## config.mk

```make
export PLATFORM = sky130hd
export DESIGN_NAME = pwf_pwm
export DESIGN_NICKNAME = d
export VERILOG_FILES = /design/src/pwf_pkg.sv /design/src/pwf_sync.sv /design/src/pwf_gen.sv /design/src/pwf_pwm.sv
export SDC_FILE = /design/constraint.sdc
export NUM_CORES = 1
export LEC_CHECK = 0
export ABC_AREA = 0
export BUFFER_PORTS_ARGS = -buffer_cell sky130_fd_sc_hd__buf_2
export CAP_MARGIN = 20
export CORE_MARGIN = 2
export CORE_UTILIZATION = 57
export DETAILED_ROUTE_END_ITERATION = 6
export GPL_ROUTABILITY_DRIVEN = 0
export HOLD_SLACK_MARGIN = 0.03
export PLACE_DENSITY = 0.75
export SKIP_CTS_REPAIR_TIMING = 1
export SYNTH_ARGS = -nofsm -noshare
export SYNTH_HDL_FRONTEND = slang
export SYNTH_SLANG_ARGS = --single-unit
export TNS_END_PERCENT = 10
```

## constraint.sdc

```tcl
create_clock -name pclk -period 4.6 [get_ports pclk]
set_input_delay 0.92 -clock pclk [delete_from_list [all_inputs] [get_ports pclk]]
set_output_delay 0.92 -clock pclk [all_outputs]
set_load 0.01 [all_outputs]
```

## src/pwf_pkg.sv

```systemverilog
/*
  Shared constants, register map and carrier types of the four-generator PWM block.
  Assumes a 32-bit APB slave port with an 8-bit byte address.
*/
package pwf_pkg;
  localparam int NGEN        = 4;
  localparam int NOUT        = 8;
  localparam int NFLT        = 4;
  localparam int NEV         = 6;
  localparam int CW          = 16;
  localparam int AW          = 8;
  localparam int DW          = 32;
  localparam int IEW         = 14;
  localparam int TRIG_LSB    = 8;
  localparam int GEN_SEL_BIT = 7;
  localparam int GIDX_LSB    = 5;
  localparam int GIDX_W      = 2;
  localparam int GOFF_W      = 5;
  localparam int FSRC_W      = NGEN * NFLT;
  localparam int MOD_FLT_LSB = NGEN;

  typedef logic [DW-1:0] pwf_word_t;
  typedef logic [AW-1:0] pwf_addr_t;

  // Module-level registers.
  localparam pwf_addr_t OFF_SYNC    = 8'h00;
  localparam pwf_addr_t OFF_INTEN   = 8'h04;
  localparam pwf_addr_t OFF_RIS     = 8'h08;
  localparam pwf_addr_t OFF_MIS     = 8'h0C;
  localparam pwf_addr_t OFF_SQUELCH = 8'h10;
  localparam pwf_addr_t OFF_LEVEL   = 8'h14;
  localparam pwf_addr_t OFF_INVERT  = 8'h18;
  localparam pwf_addr_t OFF_EXTF    = 8'h1C;
  localparam pwf_addr_t OFF_FSRC    = 8'h20;
  localparam pwf_addr_t GEN0_BASE   = 8'h80;

  // Generator registers, offsets inside each 32-byte generator window.
  localparam logic [GOFF_W-1:0] GOFF_PERIOD = 5'h00;
  localparam logic [GOFF_W-1:0] GOFF_CMPA   = 5'h04;
  localparam logic [GOFF_W-1:0] GOFF_CMPB   = 5'h08;
  localparam logic [GOFF_W-1:0] GOFF_INTEN  = 5'h0C;
  localparam logic [GOFF_W-1:0] GOFF_RIS    = 5'h10;
  localparam logic [GOFF_W-1:0] GOFF_MIS    = 5'h14;

  localparam logic [CW-1:0] CNT_ZERO = 16'h0000;
  localparam logic [CW-1:0] CNT_ONE  = 16'h0001;

  // Event bit positions, shared by status, interrupt and trigger masks.
  localparam int EV_ZERO = 0;
  localparam int EV_LOAD = 1;
  localparam int EV_AU   = 2;
  localparam int EV_AD   = 3;
  localparam int EV_BU   = 4;
  localparam int EV_BD   = 5;

  typedef enum logic [1:0] {PWF_UP = 2'b01, PWF_DOWN = 2'b10} pwf_dir_t;

  typedef struct packed {
    logic          period;
    logic          cmpa;
    logic          cmpb;
    logic          inten;
    logic          clr;
    logic          upd;
    logic [CW-1:0] data;
  } pwf_gwr_t;

  typedef struct packed {
    logic [CW-1:0]  period;
    logic [CW-1:0]  cmpa;
    logic [CW-1:0]  cmpb;
    logic [CW-1:0]  act_period;
    logic [IEW-1:0] inten;
    logic [NEV-1:0] ris;
    logic           upd;
    logic           irq;
    logic           trig;
    logic           zero;
    logic           pwm_a;
    logic           pwm_b;
  } pwf_gst_t;
endpackage

```

## src/pwf_sync.sv

```systemverilog
/*
  Two-flop synchroniser for a group of level inputs.
  Assumes the inputs are asynchronous levels that stay long enough to be seen.
*/
`timescale 1ns/1ps
module pwf_sync #(
  parameter int W = 4
) (
  input  wire logic         pclk,
  input  wire logic         presetn,
  input  wire logic [W-1:0] d,
  output wire logic [W-1:0] q
);
  logic [W-1:0] s1_ff;
  logic [W-1:0] s2_ff;

  // The first stage feeds only the second stage, to contain metastability.
  always_ff @(posedge pclk or negedge presetn) begin
    if (!presetn) begin
      s1_ff <= '0;
      s2_ff <= '0;
    end else begin
      s1_ff <= d;
      s2_ff <= s1_ff;
    end
  end

  assign q = s2_ff;
endmodule // pwf_sync

```

## src/pwf_gen.sv

```systemverilog
/*
  One PWM generator: up/down counter, buffered period and compares, event status and masks.
  Assumes register writes arrive as one-cycle strobes in the carrier struct.
*/
`timescale 1ns/1ps
module pwf_gen (
  input  wire logic              pclk,
  input  wire logic              presetn,
  input  wire pwf_pkg::pwf_gwr_t wr,
  output wire pwf_pkg::pwf_gst_t st
);
  logic [pwf_pkg::CW-1:0]  period_ff, act_period_ff, cmpa_ff, act_cmpa_ff;
  logic [pwf_pkg::CW-1:0]  cmpb_ff, act_cmpb_ff, cnt_ff, nxt_cnt;
  logic [pwf_pkg::IEW-1:0] inten_ff;
  logic [pwf_pkg::NEV-1:0] ris_ff, ev;
  logic                    trig_ff, upd_ff;
  pwf_pkg::pwf_dir_t       dir_ff, nxt_dir;

  // Zero and update; the new half period is used from the zero on, so intervals stay whole.
  wire going_up = (dir_ff == pwf_pkg::PWF_UP);
  wire at_zero  = going_up && (cnt_ff == pwf_pkg::CNT_ZERO);
  wire apply    = at_zero && upd_ff;
  wire [pwf_pkg::CW-1:0] half = apply ? (period_ff >> 1) : (act_period_ff >> 1);
  wire [pwf_pkg::NEV-1:0] clr_mask = wr.clr ? wr.data[pwf_pkg::NEV-1:0] : '0;

  // Counter events; each is a one-cycle pulse while the half period is nonzero.
  assign ev[pwf_pkg::EV_ZERO] = at_zero;
  assign ev[pwf_pkg::EV_LOAD] = going_up && (cnt_ff == half) && (half != pwf_pkg::CNT_ZERO);
  assign ev[pwf_pkg::EV_AU]   = going_up && (cnt_ff == act_cmpa_ff);
  assign ev[pwf_pkg::EV_AD]   = !going_up && (cnt_ff == act_cmpa_ff);
  assign ev[pwf_pkg::EV_BU]   = going_up && (cnt_ff == act_cmpb_ff);
  assign ev[pwf_pkg::EV_BD]   = !going_up && (cnt_ff == act_cmpb_ff);

  // Up to half, back down to zero: zero pulses are 2*half ticks apart.
  always_comb begin
    nxt_cnt = cnt_ff;
    nxt_dir = dir_ff;
    case (dir_ff)
      pwf_pkg::PWF_UP: begin
        if (half == pwf_pkg::CNT_ZERO) begin
          nxt_cnt = pwf_pkg::CNT_ZERO;
        end else if (cnt_ff >= half) begin
          nxt_cnt = cnt_ff - pwf_pkg::CNT_ONE;
          nxt_dir = (cnt_ff <= pwf_pkg::CNT_ONE) ? pwf_pkg::PWF_UP : pwf_pkg::PWF_DOWN;
        end else begin
          nxt_cnt = cnt_ff + pwf_pkg::CNT_ONE;
        end
      end
      pwf_pkg::PWF_DOWN: begin
        if (cnt_ff <= pwf_pkg::CNT_ONE) begin
          nxt_cnt = pwf_pkg::CNT_ZERO;
          nxt_dir = pwf_pkg::PWF_UP;
        end else begin
          nxt_cnt = cnt_ff - pwf_pkg::CNT_ONE;
        end
      end
      default: begin
        nxt_cnt = pwf_pkg::CNT_ZERO;
        nxt_dir = pwf_pkg::PWF_UP;
      end
    endcase
  end

  // Programmed values; a later write simply replaces the pending one.
  always_ff @(posedge pclk or negedge presetn) begin
    if (!presetn) begin
      period_ff <= pwf_pkg::CNT_ZERO;
      cmpa_ff   <= pwf_pkg::CNT_ZERO;
      cmpb_ff   <= pwf_pkg::CNT_ZERO;
      inten_ff  <= '0;
    end else begin
      if (wr.period) period_ff <= wr.data;
      if (wr.cmpa) cmpa_ff <= wr.data;
      if (wr.cmpb) cmpb_ff <= wr.data;
      if (wr.inten) inten_ff <= wr.data[pwf_pkg::IEW-1:0];
    end
  end

  // Active values change only at a zero with an update pending; a new request wins over the clear.
  always_ff @(posedge pclk or negedge presetn) begin
    if (!presetn) begin
      act_period_ff <= pwf_pkg::CNT_ZERO;
      act_cmpa_ff   <= pwf_pkg::CNT_ZERO;
      act_cmpb_ff   <= pwf_pkg::CNT_ZERO;
      upd_ff        <= 1'b0;
    end else begin
      upd_ff <= wr.upd | (upd_ff & ~apply);
      if (apply) begin
        act_period_ff <= period_ff;
        act_cmpa_ff   <= cmpa_ff;
        act_cmpb_ff   <= cmpb_ff;
      end
    end
  end

  // Status sets on the event whatever the masks; an event beats a same-cycle clear.
  always_ff @(posedge pclk or negedge presetn) begin
    if (!presetn) begin
      cnt_ff  <= pwf_pkg::CNT_ZERO;
      dir_ff  <= pwf_pkg::PWF_UP;
      ris_ff  <= '0;
      trig_ff <= 1'b0;
    end else begin
      cnt_ff  <= nxt_cnt;
      dir_ff  <= nxt_dir;
      ris_ff  <= ev | (ris_ff & ~clr_mask);
      trig_ff <= |(ev & inten_ff[pwf_pkg::TRIG_LSB +: pwf_pkg::NEV]);
    end
  end

  // Status bundle; compare outputs are high while the counter is below the compare.
  assign st.period     = period_ff;
  assign st.cmpa       = cmpa_ff;
  assign st.cmpb       = cmpb_ff;
  assign st.act_period = act_period_ff;
  assign st.inten      = inten_ff;
  assign st.ris        = ris_ff;
  assign st.upd        = upd_ff;
  assign st.irq        = |(ris_ff & inten_ff[pwf_pkg::NEV-1:0]);
  assign st.trig       = trig_ff;
  assign st.zero       = at_zero;
  assign st.pwm_a      = (cnt_ff < act_cmpa_ff);
  assign st.pwm_b      = (cnt_ff < act_cmpb_ff);
endmodule // pwf_gen

```

## src/pwf_pwm.sv

```systemverilog
/*
  Top of the PWM block: APB registers, four generators, fault handling and output polarity.
  Assumes an APB master on pclk and asynchronous fault levels, active high after sensing.
*/
// What this block does
// - Each generator masks its interrupt and trigger sources with an enable mask.
// - Twelve sources: interrupt and trigger for zero, load, A up/down, B up/down.
// - Period, rounded down to an even value, is the tick count between successive zero pulses.
// - Programmed period is kept apart from the active one and read back.
// - A new period write replaces any pending one.
// - Module interrupt mask has one bit per generator and per fault input.
// - Module status has one bit per generator and per fault input.
// - Raw and masked module status are both readable.
// - A squelched output is forced to a fixed level while its fault lasts.
// - Unsquelched outputs keep their normal waveform during faults.
// - With extended handling, a level bit picks high or low drive.
// - Without level setting or extended handling, squelched outputs go low.
// - The level bit does nothing for unsquelched outputs.
// - An invert bit per output makes it active low.
// - Pending updates take effect at the next zero after a sync request.
// - Event and fault status bits clear on writing one; zero leaves them.
// - Generator fault is the OR of selected inputs, input zero by default.
`timescale 1ns/1ps
module pwf_pwm (
  input  wire logic                        pclk,
  input  wire logic                        presetn,
  input  wire logic                        psel,
  input  wire logic                        penable,
  input  wire logic                        pwrite,
  input  wire logic [pwf_pkg::AW-1:0]      paddr,
  input  wire logic [pwf_pkg::DW-1:0]      pwdata,
  output wire logic [pwf_pkg::DW-1:0]      prdata,
  output wire logic                        pready,
  output wire logic                        pslverr,
  input  wire logic [pwf_pkg::NFLT-1:0]    fault_in,
  output wire logic [pwf_pkg::NOUT-1:0]    pwm_out,
  output wire logic [pwf_pkg::NGEN-1:0]    gen_trig,
  output wire logic                        irq
);
  logic [pwf_pkg::DW-1:0]     prdata_ff;
  logic                       pready_ff, pslverr_ff, irq_ff;
  logic [pwf_pkg::NOUT-1:0]   mod_inten_ff, squelch_ff, level_ff, invert_ff, pwm_out_ff;
  logic [pwf_pkg::NFLT-1:0]   flt_ris_ff;
  logic [pwf_pkg::NGEN-1:0]   extf_ff;
  logic [pwf_pkg::FSRC_W-1:0] fsrc_ff;
  wire  [pwf_pkg::NFLT-1:0]   fs;
  wire  [pwf_pkg::NGEN-1:0]   gfault, g_irq;
  pwf_pkg::pwf_gst_t          st [pwf_pkg::NGEN];
  pwf_pkg::pwf_gwr_t          gwr [pwf_pkg::NGEN];

  // Fault inputs come from pins and are synchronised before use.
  pwf_sync #(.W(pwf_pkg::NFLT)) u_fsync (
    .pclk    (pclk),
    .presetn (presetn),
    .d       (fault_in),
    .q       (fs)
  );

  // APB decode; the answer is ready in the first access cycle.
  wire setup  = psel && !penable;
  wire acc    = psel && penable && pready_ff;
  wire wr_acc = acc && pwrite;
  wire is_gen = paddr[pwf_pkg::GEN_SEL_BIT];
  wire [pwf_pkg::GIDX_W-1:0] gidx = paddr[pwf_pkg::GIDX_LSB +: pwf_pkg::GIDX_W];
  wire [pwf_pkg::GOFF_W-1:0] goff = paddr[pwf_pkg::GOFF_W-1:0];
  wire mw = wr_acc && !is_gen;

  // Module-level selects.
  wire h_sync = !is_gen && (paddr == pwf_pkg::OFF_SYNC);
  wire h_ien  = !is_gen && (paddr == pwf_pkg::OFF_INTEN);
  wire h_ris  = !is_gen && (paddr == pwf_pkg::OFF_RIS);
  wire h_mis  = !is_gen && (paddr == pwf_pkg::OFF_MIS);
  wire h_sq   = !is_gen && (paddr == pwf_pkg::OFF_SQUELCH);
  wire h_lvl  = !is_gen && (paddr == pwf_pkg::OFF_LEVEL);
  wire h_inv  = !is_gen && (paddr == pwf_pkg::OFF_INVERT);
  wire h_extf = !is_gen && (paddr == pwf_pkg::OFF_EXTF);
  wire h_fsrc = !is_gen && (paddr == pwf_pkg::OFF_FSRC);

  // Generator-window selects.
  wire hg_per = is_gen && (goff == pwf_pkg::GOFF_PERIOD);
  wire hg_ca  = is_gen && (goff == pwf_pkg::GOFF_CMPA);
  wire hg_cb  = is_gen && (goff == pwf_pkg::GOFF_CMPB);
  wire hg_ien = is_gen && (goff == pwf_pkg::GOFF_INTEN);
  wire hg_ris = is_gen && (goff == pwf_pkg::GOFF_RIS);
  wire hg_mis = is_gen && (goff == pwf_pkg::GOFF_MIS);
  wire hit = h_sync | h_ien | h_ris | h_mis | h_sq | h_lvl | h_inv | h_extf | h_fsrc
           | hg_per | hg_ca | hg_cb | hg_ien | hg_ris | hg_mis;

  // Module status: generator interrupts low, sticky fault bits high.
  wire [pwf_pkg::NOUT-1:0] mod_raw = {flt_ris_ff, g_irq};
  wire [pwf_pkg::NOUT-1:0] mod_mis = mod_raw & mod_inten_ff;
  wire [pwf_pkg::NGEN-1:0] upd_pend;
  wire [pwf_pkg::NFLT-1:0] flt_clr = (mw && h_ris) ? pwdata[pwf_pkg::MOD_FLT_LSB +: pwf_pkg::NFLT]
                                                   : '0;

  // Read mux for the selected generator.
  pwf_pkg::pwf_gst_t gs;
  assign gs = st[gidx];
  wire [pwf_pkg::DW-1:0] gen_rd =
      hg_per ? pwf_pkg::pwf_word_t'(gs.period) :
      hg_ca  ? pwf_pkg::pwf_word_t'(gs.cmpa) :
      hg_cb  ? pwf_pkg::pwf_word_t'(gs.cmpb) :
      hg_ien ? pwf_pkg::pwf_word_t'(gs.inten) :
      hg_ris ? pwf_pkg::pwf_word_t'(gs.ris) :
      hg_mis ? pwf_pkg::pwf_word_t'(gs.ris & gs.inten[pwf_pkg::NEV-1:0]) : '0;

  // Read mux for module registers; unused bits read as zero.
  wire [pwf_pkg::DW-1:0] mod_rd =
      h_sync ? pwf_pkg::pwf_word_t'(upd_pend) :
      h_ien  ? pwf_pkg::pwf_word_t'(mod_inten_ff) :
      h_ris  ? pwf_pkg::pwf_word_t'(mod_raw) :
      h_mis  ? pwf_pkg::pwf_word_t'(mod_mis) :
      h_sq   ? pwf_pkg::pwf_word_t'(squelch_ff) :
      h_lvl  ? pwf_pkg::pwf_word_t'(level_ff) :
      h_inv  ? pwf_pkg::pwf_word_t'(invert_ff) :
      h_extf ? pwf_pkg::pwf_word_t'(extf_ff) :
      h_fsrc ? pwf_pkg::pwf_word_t'(fsrc_ff) : '0;

  // Read data and error are captured in the setup cycle, held through access.
  always_ff @(posedge pclk or negedge presetn) begin
    if (!presetn) begin
      prdata_ff  <= '0;
      pready_ff  <= 1'b0;
      pslverr_ff <= 1'b0;
    end else begin
      pready_ff <= setup;
      if (setup) begin
        prdata_ff  <= (is_gen ? gen_rd : mod_rd);
        pslverr_ff <= !hit;
      end
    end
  end

  // Module control registers; writes to unmapped addresses change nothing.
  always_ff @(posedge pclk or negedge presetn) begin
    if (!presetn) begin
      mod_inten_ff <= '0;
      squelch_ff   <= '0;
      level_ff     <= '0;
      invert_ff    <= '0;
      extf_ff      <= '0;
      fsrc_ff      <= '0;
    end else if (mw) begin
      if (h_ien) mod_inten_ff <= pwdata[pwf_pkg::NOUT-1:0];
      if (h_sq) squelch_ff <= pwdata[pwf_pkg::NOUT-1:0];
      if (h_lvl) level_ff <= pwdata[pwf_pkg::NOUT-1:0];
      if (h_inv) invert_ff <= pwdata[pwf_pkg::NOUT-1:0];
      if (h_extf) extf_ff <= pwdata[pwf_pkg::NGEN-1:0];
      if (h_fsrc) fsrc_ff <= pwdata[pwf_pkg::FSRC_W-1:0];
    end
  end

  // Fault status is sticky; a fault still present beats the write-one clear.
  always_ff @(posedge pclk or negedge presetn) begin
    if (!presetn) begin
      flt_ris_ff <= '0;
      irq_ff     <= 1'b0;
    end else begin
      flt_ris_ff <= fs | (flt_ris_ff & ~flt_clr);
      irq_ff     <= |mod_mis;
    end
  end

  // Generators, their write strobes and their fault selection.
  genvar g;
  generate
    for (g = 0; g < pwf_pkg::NGEN; g++) begin : g_gen
      wire sel = wr_acc && is_gen && (gidx == pwf_pkg::GIDX_W'(g));
      assign gwr[g].period = sel && hg_per;
      assign gwr[g].cmpa   = sel && hg_ca;
      assign gwr[g].cmpb   = sel && hg_cb;
      assign gwr[g].inten  = sel && hg_ien;
      assign gwr[g].clr    = sel && hg_ris;
      assign gwr[g].upd    = mw && h_sync && pwdata[g];
      assign gwr[g].data   = pwdata[pwf_pkg::CW-1:0];
      assign g_irq[g]      = st[g].irq;
      assign upd_pend[g]   = st[g].upd;
      assign gen_trig[g]   = st[g].trig;
      // Default mode uses input zero only; extended mode ORs the selected inputs.
      assign gfault[g] = extf_ff[g] ? |(fs & fsrc_ff[g*pwf_pkg::NFLT +: pwf_pkg::NFLT])
                                    : fs[0];
      pwf_gen u_gen (
        .pclk    (pclk),
        .presetn (presetn),
        .wr      (gwr[g]),
        .st      (st[g])
      );
    end
  endgenerate

  // Output stage; polarity first, then a squelch overrides with a fixed level.
  genvar k;
  generate
    for (k = 0; k < pwf_pkg::NOUT; k++) begin : g_out
      wire gf   = gfault[k/2];
      wire raw  = (k % 2 == 0) ? st[k/2].pwm_a : st[k/2].pwm_b;
      wire lvl  = extf_ff[k/2] && level_ff[k];
      wire norm = raw ^ invert_ff[k];
      wire nxt_pwm = (gf && squelch_ff[k]) ? lvl : norm;
      always_ff @(posedge pclk or negedge presetn) begin
        if (!presetn) begin
          pwm_out_ff[k] <= 1'b0;
        end else begin
          pwm_out_ff[k] <= nxt_pwm;
        end
      end
    end
  endgenerate

  assign prdata  = prdata_ff;
  assign pready  = pready_ff;
  assign pslverr = pslverr_ff;
  assign pwm_out = pwm_out_ff;
  assign irq     = irq_ff;

  // Helper for period checks: ticks since the last zero of generator 0.
  logic [pwf_pkg::CW-1:0] since_ff;
  logic                   seen_ff;
  always_ff @(posedge pclk or negedge presetn) begin
    if (!presetn) begin
      since_ff <= pwf_pkg::CNT_ONE;
      seen_ff  <= 1'b0;
    end else begin
      since_ff <= st[0].zero ? pwf_pkg::CNT_ONE : since_ff + pwf_pkg::CNT_ONE;
      seen_ff  <= seen_ff | st[0].zero;
    end
  end
  wire [pwf_pkg::CW-1:0] exp_per = {st[0].act_period[pwf_pkg::CW-1:1], 1'b0};
  wire [pwf_pkg::AW-1:0] a_g0_ris = pwf_pkg::GEN0_BASE | pwf_pkg::pwf_addr_t'(pwf_pkg::GOFF_RIS);
endmodule // pwf_pwm

```

-- After elaboration in Yosys (flattened, before gate mapping)
Index checks and enable logic that the tools add are counted.
- bitwise logic cells: 64
- equal/unequal tests: 48
- multiplexer cells: 76
- $lt $le $gt $ge: 17
- reduce and logical (&&, ||, !) cells: 144
- add/subtract/negate cells: 8
- operators with widths (operator ; count):
    $mux 16 ; 25
    $eq 16x16->1 ; 12
    $bmux 90 s2 ; 1
    $mux 90 ; 2
    $logic_not 16->1 ; 8
    $lt 16x16->1 ; 8
    $pmux 16 s2 ; 4
    $logic_and 1x1->1 ; 99
    $and 6x6->6 ; 13
    $add 16x1->16 const B ; 4
    $ge 16x16->1 ; 4
    $le 16x1->1 const B ; 4
    $reduce_bool 16->1 ; 4
    $sub 16x1->16 const B ; 4
    $mux 15 ; 4
    $reduce_or 6->1 ; 8
    $mux 6 ; 6
    $eq 8x5->1 const B ; 4
    $mux 2 ; 16
    $not 6->6 ; 4
    $or 6x6->6 ; 4
    $and 4x4->4 ; 5
    $or 1x1->1 ; 18
    $eq 8x4->1 const B ; 2
    29 further kinds ; 94
- bits of input ports: 49
- register bits after elaboration: 651

-- Depth between registers and ports, before layout
- word-level depth: 17
- mapped depth: 18
- gate-level depth less buffers: 15

-- Cells and area by module
A second synthesis with hierarchy kept.
- cells, all modules: 3211
- area total of the unflattened synthesis: 35698.0 sq um
- modules (own cells, without submodules) (module ; sequential area each (sq um) ; times used ; cells an instance ; area an instance (sq um)):
    pwf_gen at g_gen[0].u_gen ... ; 3404.5 ; 3 ; 607 ; 7151.9
    pwf_gen at g_gen[3].u_gen ; 3404.5 ; 1 ; 670 ; 7123.1
    pwf_pwm ; 2077.0 ; 1 ; 712 ; 6919.1
    pwf_sync ; 200.2 ; 1 ; 8 ; 200.2

-- Worst setup path after synthesis
OpenSTA, ideal clock, no wires.
- path type: reg-to-reg
- from: reg g_gen[3].u_gen.cnt_ff[6] (netlist name)
- to: reg g_gen[3].u_gen.cnt_ff[3] (netlist name)
- path slack: -0.098 ns
- library setup time: 0.077 ns
- data required time: 4.523 ns
- arrival time: 4.620 ns
- buffers on the path: 2
- cell stages (with the launch flop): 15
- period minus slack after synthesis: 4.698 ns
- cell sequence: dfrtp_1 buf_2 nor4_2 nand4_1 nor4_4 clkbuf_1 mux2i_1 ha_1 and3_1 a2111oi_0 o211ai_1 nor2_1 mux2_2 o31a_1 a21oi_1
- longest elaborated chain between the ends: 8
- elaborated cells on any way between the ends: 11
- RTL lines (what ; line ; source):
    from (decl) ; pwf_gen.sv:13 ; logic [pwf_pkg::CW-1:0] cmpb_ff, act_cmpb_ff, cnt_ff, nxt_cnt;
    from (signal assigned) ; pwf_gen.sv:99 ; cnt_ff <= pwf_pkg::CNT_ZERO;
    from (signal assigned) ; pwf_gen.sv:104 ; cnt_ff <= nxt_cnt;
    $logic_not 16->1 ; pwf_gen.sv:21 ; wire at_zero = going_up && (cnt_ff == pwf_pkg::CNT_ZERO);
    $logic_and 1x1->1 ; pwf_gen.sv:21 ;
    $logic_and 1x1->1 ; pwf_gen.sv:22 ; wire apply = at_zero && upd_ff;
    $mux 15 ; pwf_gen.sv:23 ; wire [pwf_pkg::CW-1:0] half = apply ? (period_ff >> 1) : (act_period_ff >> 1);
    $ge 16x16->1 ; pwf_gen.sv:42 ; end else if (cnt_ff >= half) begin
    $mux 16 ; pwf_gen.sv:42 ;
    $mux 16 ; pwf_gen.sv:40 ; if (half == pwf_pkg::CNT_ZERO) begin
    $pmux 16 s2 (*) ; pwf_gen.sv:38 ; case (dir_ff)
    net g_gen[3].u_gen.nxt_cnt, one bit ; pwf_gen.sv:13 ;
Mark *: on every way through the listed nets, which the timed path passes. The rest lies on a longest branch.
A chain may end at the register's enable or synchronous reset.

-- Worst setup path in the final report
- from: reg g_gen[0].u_gen.cnt_ff[5] (netlist name)
- to: reg g_gen[0].u_gen.cnt_ff[12] (netlist name)
- longest elaborated chain between the ends: 8
- elaborated cells on any way between the ends: 13
- RTL lines (what ; line):
    from (decl) ; pwf_gen.sv:13
    from (signal assigned) ; pwf_gen.sv:99
    from (signal assigned) ; pwf_gen.sv:104
    $logic_not 16->1 ; pwf_gen.sv:21
    $logic_and 1x1->1 ; pwf_gen.sv:21
    $logic_and 1x1->1 ; pwf_gen.sv:22
    $mux 15 ; pwf_gen.sv:23
    $ge 16x16->1 ; pwf_gen.sv:42
    $mux 16 ; pwf_gen.sv:42
    $mux 16 ; pwf_gen.sv:40
    $pmux 16 s2 (*) ; pwf_gen.sv:38
    net g_gen[0].u_gen.nxt_cnt, one bit ; pwf_gen.sv:13
Marks and branches as above.

==> results by group <==
Setup path
  • Endpoint type of the worst setup path: register
  • CP max FO: 39
  • CP Class: reg2reg
  • Critical path arrival: 4910 ps
  • Req. time, crit path: 5150 ps
  • Startpoint types: register

Logic synthesis
  • Post-synth top flop: dfrtp_1
  • Adder-cell share of the synthesized area: 0.07647
  • Post-synthesis async set-or-reset flop share: 1.000
  • Flops & latches, synth: 631
  • Mapped Cells: 3127
  • Synth area leader: dfrtp_1
  • Syn avg cell area: 11.09 um2
  • Synth Area in XOR/XNOR: 0.01793
  • Largest family of logic cells by synthesized area: multiplexers
  • Simple-gate share of the synthesized area: 0.1031
  • Post-synth EDFFs: 0
  • Seq/Total Area, Yosys: 0.4554
  • Synth area leaders: dfrtp_1 45%, mux2_2 13%, ha_1 7.6%
  • Compound-cell area share of the yosys netlist: 0.1008
  • Fraction of synthesized area in multiplexers: 0.1993
  • Post-synthesis cell area: 34690 um2
  • Share of the synthesized area in the top cell type: 0.4523
  • YS warnings: 0
  • Cell variety after synth: 80

Clock network
  • CTS tree: yes
  • Bufs on Longest Clock Path: 3
  • Clk Latency, worst-skew pair: 640 ps
  • Root buf cell: clkbuf_16
  • Clock sinks: 631
  • CTS buffer count: 70
  • CTS H-tree depth: 3
  • Clk slew on worst S/H paths: roughly 60 ps

Floorplanning
  • Initial Util: 0.5757
  • Die outline area: about 63000 um2
  • Die width: roughly 250 um
  • # rows: 90
  • Die Y: 250.7 um
  • Total core area: 60250 um2
  • IO Pins: 96

Placement
  • Buffers on Ports: 63
  • Placed cell areas: 36390 um2
  • Post-DP HPWL: 79210 um

Power
  • Leakage Power: between 0.015 and 0.02 uW
  • Pwr dens: 366.6 nW/um2
  • Max VDD drop: 0.0002996 V

Detailed routing
  • DR vias: 27087
  • Routed wire length: between 100000 and 150000 um
  • Antenna-violating nets left: 0
  • Remaining DRCs: 0
  • Wire per inst: 26.91 um
  • Vias per std cell: approximately 6.7
  • DR iter-0 viols: 3267
  • Initial DRT Pass Iterations: 7

Cells and area
  • Share of cells above drive strength 1: 0.2487
  • Area growth from synthesis to layout: 12.04%
  • Most frequent cells in the layout: 627 x dfrtp_1, 394 x mux2_2, 245 x nand2_1, 223 x inv_1, 212 x ha_1
  • Final Cell Area: 38860 um2
  • Commonest non-fill, non-tap cell in the layout: dfrtp_1
  • Final nets: between 3000 and 4000

Job
  • Max-Cap Viols: 0

Status
  • Status: complete, no violations

Timing
  • Final Setup Violations: 0
  • Final Critical Period: 4360 ps
  • Final period utilization: 0.9478
  • Actual slew at the worst max-slew pin: between 1000 and 1500 ps
  • Hold WS: 290.2 ps
  • Hold Fails Final Rpt: 0
  • Slew Limit Headroom: 0.2181
  • Fmax: 229.4 MHz
  • Max-slew violations: 0
  • Final Skew: 44.25 ps

Global routing
  • Gr usage total: 0.3499
  • Initial antenna violation count: 5
  • GRT overflow: 0
  • Largest net degree at the start of global routing: slightly below 100
  • Global-route wire length before repair: 165300 um
  • Vias in the first global route: 26833

Min path
  • Hold Path Class: in2async
## Yosys cell counts (all sizes together), types with 9 or more instances
library cell and instances:
o21a 24, a22o 14, and3 32, or3 21
dfrtp 627, nor2 116, and2 12, ha 212
xnor2 40, o22a 9, o211ai 17, inv 224
clkbuf 130, nand3 63, mux2 394, o21ai 152
a31oi 12, a221oi 27, o22ai 34, nand4 52
nor2b 19, nor3 61, mux4 69, mux2i 92
nor4 41, xor2 31, nand2 245, or4 9
a22oi 22, a21oi 80, a21o 51, buf 55
nand2b 15
## cells by family (layout without fill, tap and decap cells)
| group | Yosys count | in the layout |
|---|---|---|
| AND/OR/NAND/NOR | 721 | 721 |
| flip-flops | 631 | 631 |
| multiplexers | 555 | 555 |
| AO/OA/AOI/OAI | 526 | 526 |
| buffers and inverters | 410 | 553 |
| adder cells (fa/ha/maj) | 212 | 212 |
| XOR/XNOR | 71 | 71 |
| other | 1 | 20 |
## per-layer routing
layer / track usage / part of all wire / vias to the layer above
met5: 0 / 0.00010 / -
met4: 0.1944 / 0.066 / 2
met3: 0.1039 / 0.12 / 377
met1: 0.4512 / 0.37 / 13526
met2: 0.5307 / 0.44 / 1628
li1: - / - / 11554
## path summary, 6_finish.rpt
kind	slack, ps	depth (start not counted)	start	to
min in group pclk	360	0	u_fsync.s1_ff[0]	u_fsync.q[0]
worst min-delay path	290	1	presetn	g_gen[0].u_gen.cnt_ff[13]
worst max register to register	240	15	g_gen[0].u_gen.cnt_ff[5]	g_gen[0].u_gen.cnt_ff[12]
max in group asynchronous	3210	2	presetn	g_gen[1].u_gen.act_period_ff[14]
worst max-delay path	240	15	g_gen[0].u_gen.cnt_ff[5]	g_gen[0].u_gen.cnt_ff[12]
worst min register to register	360	0	u_fsync.s1_ff[0]	u_fsync.q[0]
## power by group
part | total, uW | internal, uW | switching [uW]
clock | 5870 | 3490 | 2380
sequential | 5710 | 5640 | 71.4
combinational | 2660 | 987 | 1670
total | 14200 | 10100 | 4130
## metrics by stage
step	setup slack (ps)	total power [uW]	TNS, ps	cells	utilization
4_1_cts	9.261	14110	0	4065	0.6439
3_5_place_dp	50.56	8306	0	3939	0.6041
3_3_place_gp	153.4	8202	0	3939	0.6041
2_1_floorplan	-1.877	7422	-3.494	3142	-
5_1_grt	-12.19	14700	-14.06	4069	0.6450
6_report	240.3	14250	0	4071	0.6451
## flip-flops by register name, summed over array words and instances (netlist names), 16 cells and up
signal                     count
fsrc_ff                       16
g_gen.u_gen.act_cmpa_ff       64
g_gen.u_gen.act_cmpb_ff       64
g_gen.u_gen.act_period_ff     60
g_gen.u_gen.cmpa_ff           64
g_gen.u_gen.cmpb_ff           64
g_gen.u_gen.cnt_ff            64
g_gen.u_gen.inten_ff          56
g_gen.u_gen.period_ff         64
g_gen.u_gen.ris_ff            24
prdata                        16
## critical path, cell delays in order (launching register included)
cell,delay [ps]
dfrtp_1,380
nor4_1,460
nand4_1,210
or3_2,680
buf_6,300
mux2_2,330
inv_1,70
ha_1,230
nand4_1,110
nor3_1,80
a2111oi_1,440
o311ai_2,260
buf_4,240
mux2_2,270
o22a_1,180
nor2_1,90
## area by class of cell
cell class	count	area, um2
antenna	4	10.01
clock buffer	99	2074
clock inverter	27	327.8
fill	4429	21380
inverter	225	844.6
multi-input combinational	2101	17380
sequential	631	15800
tap	782	978.4
timing repair buffer	202	1450
(Power assumes the default switching activity.)
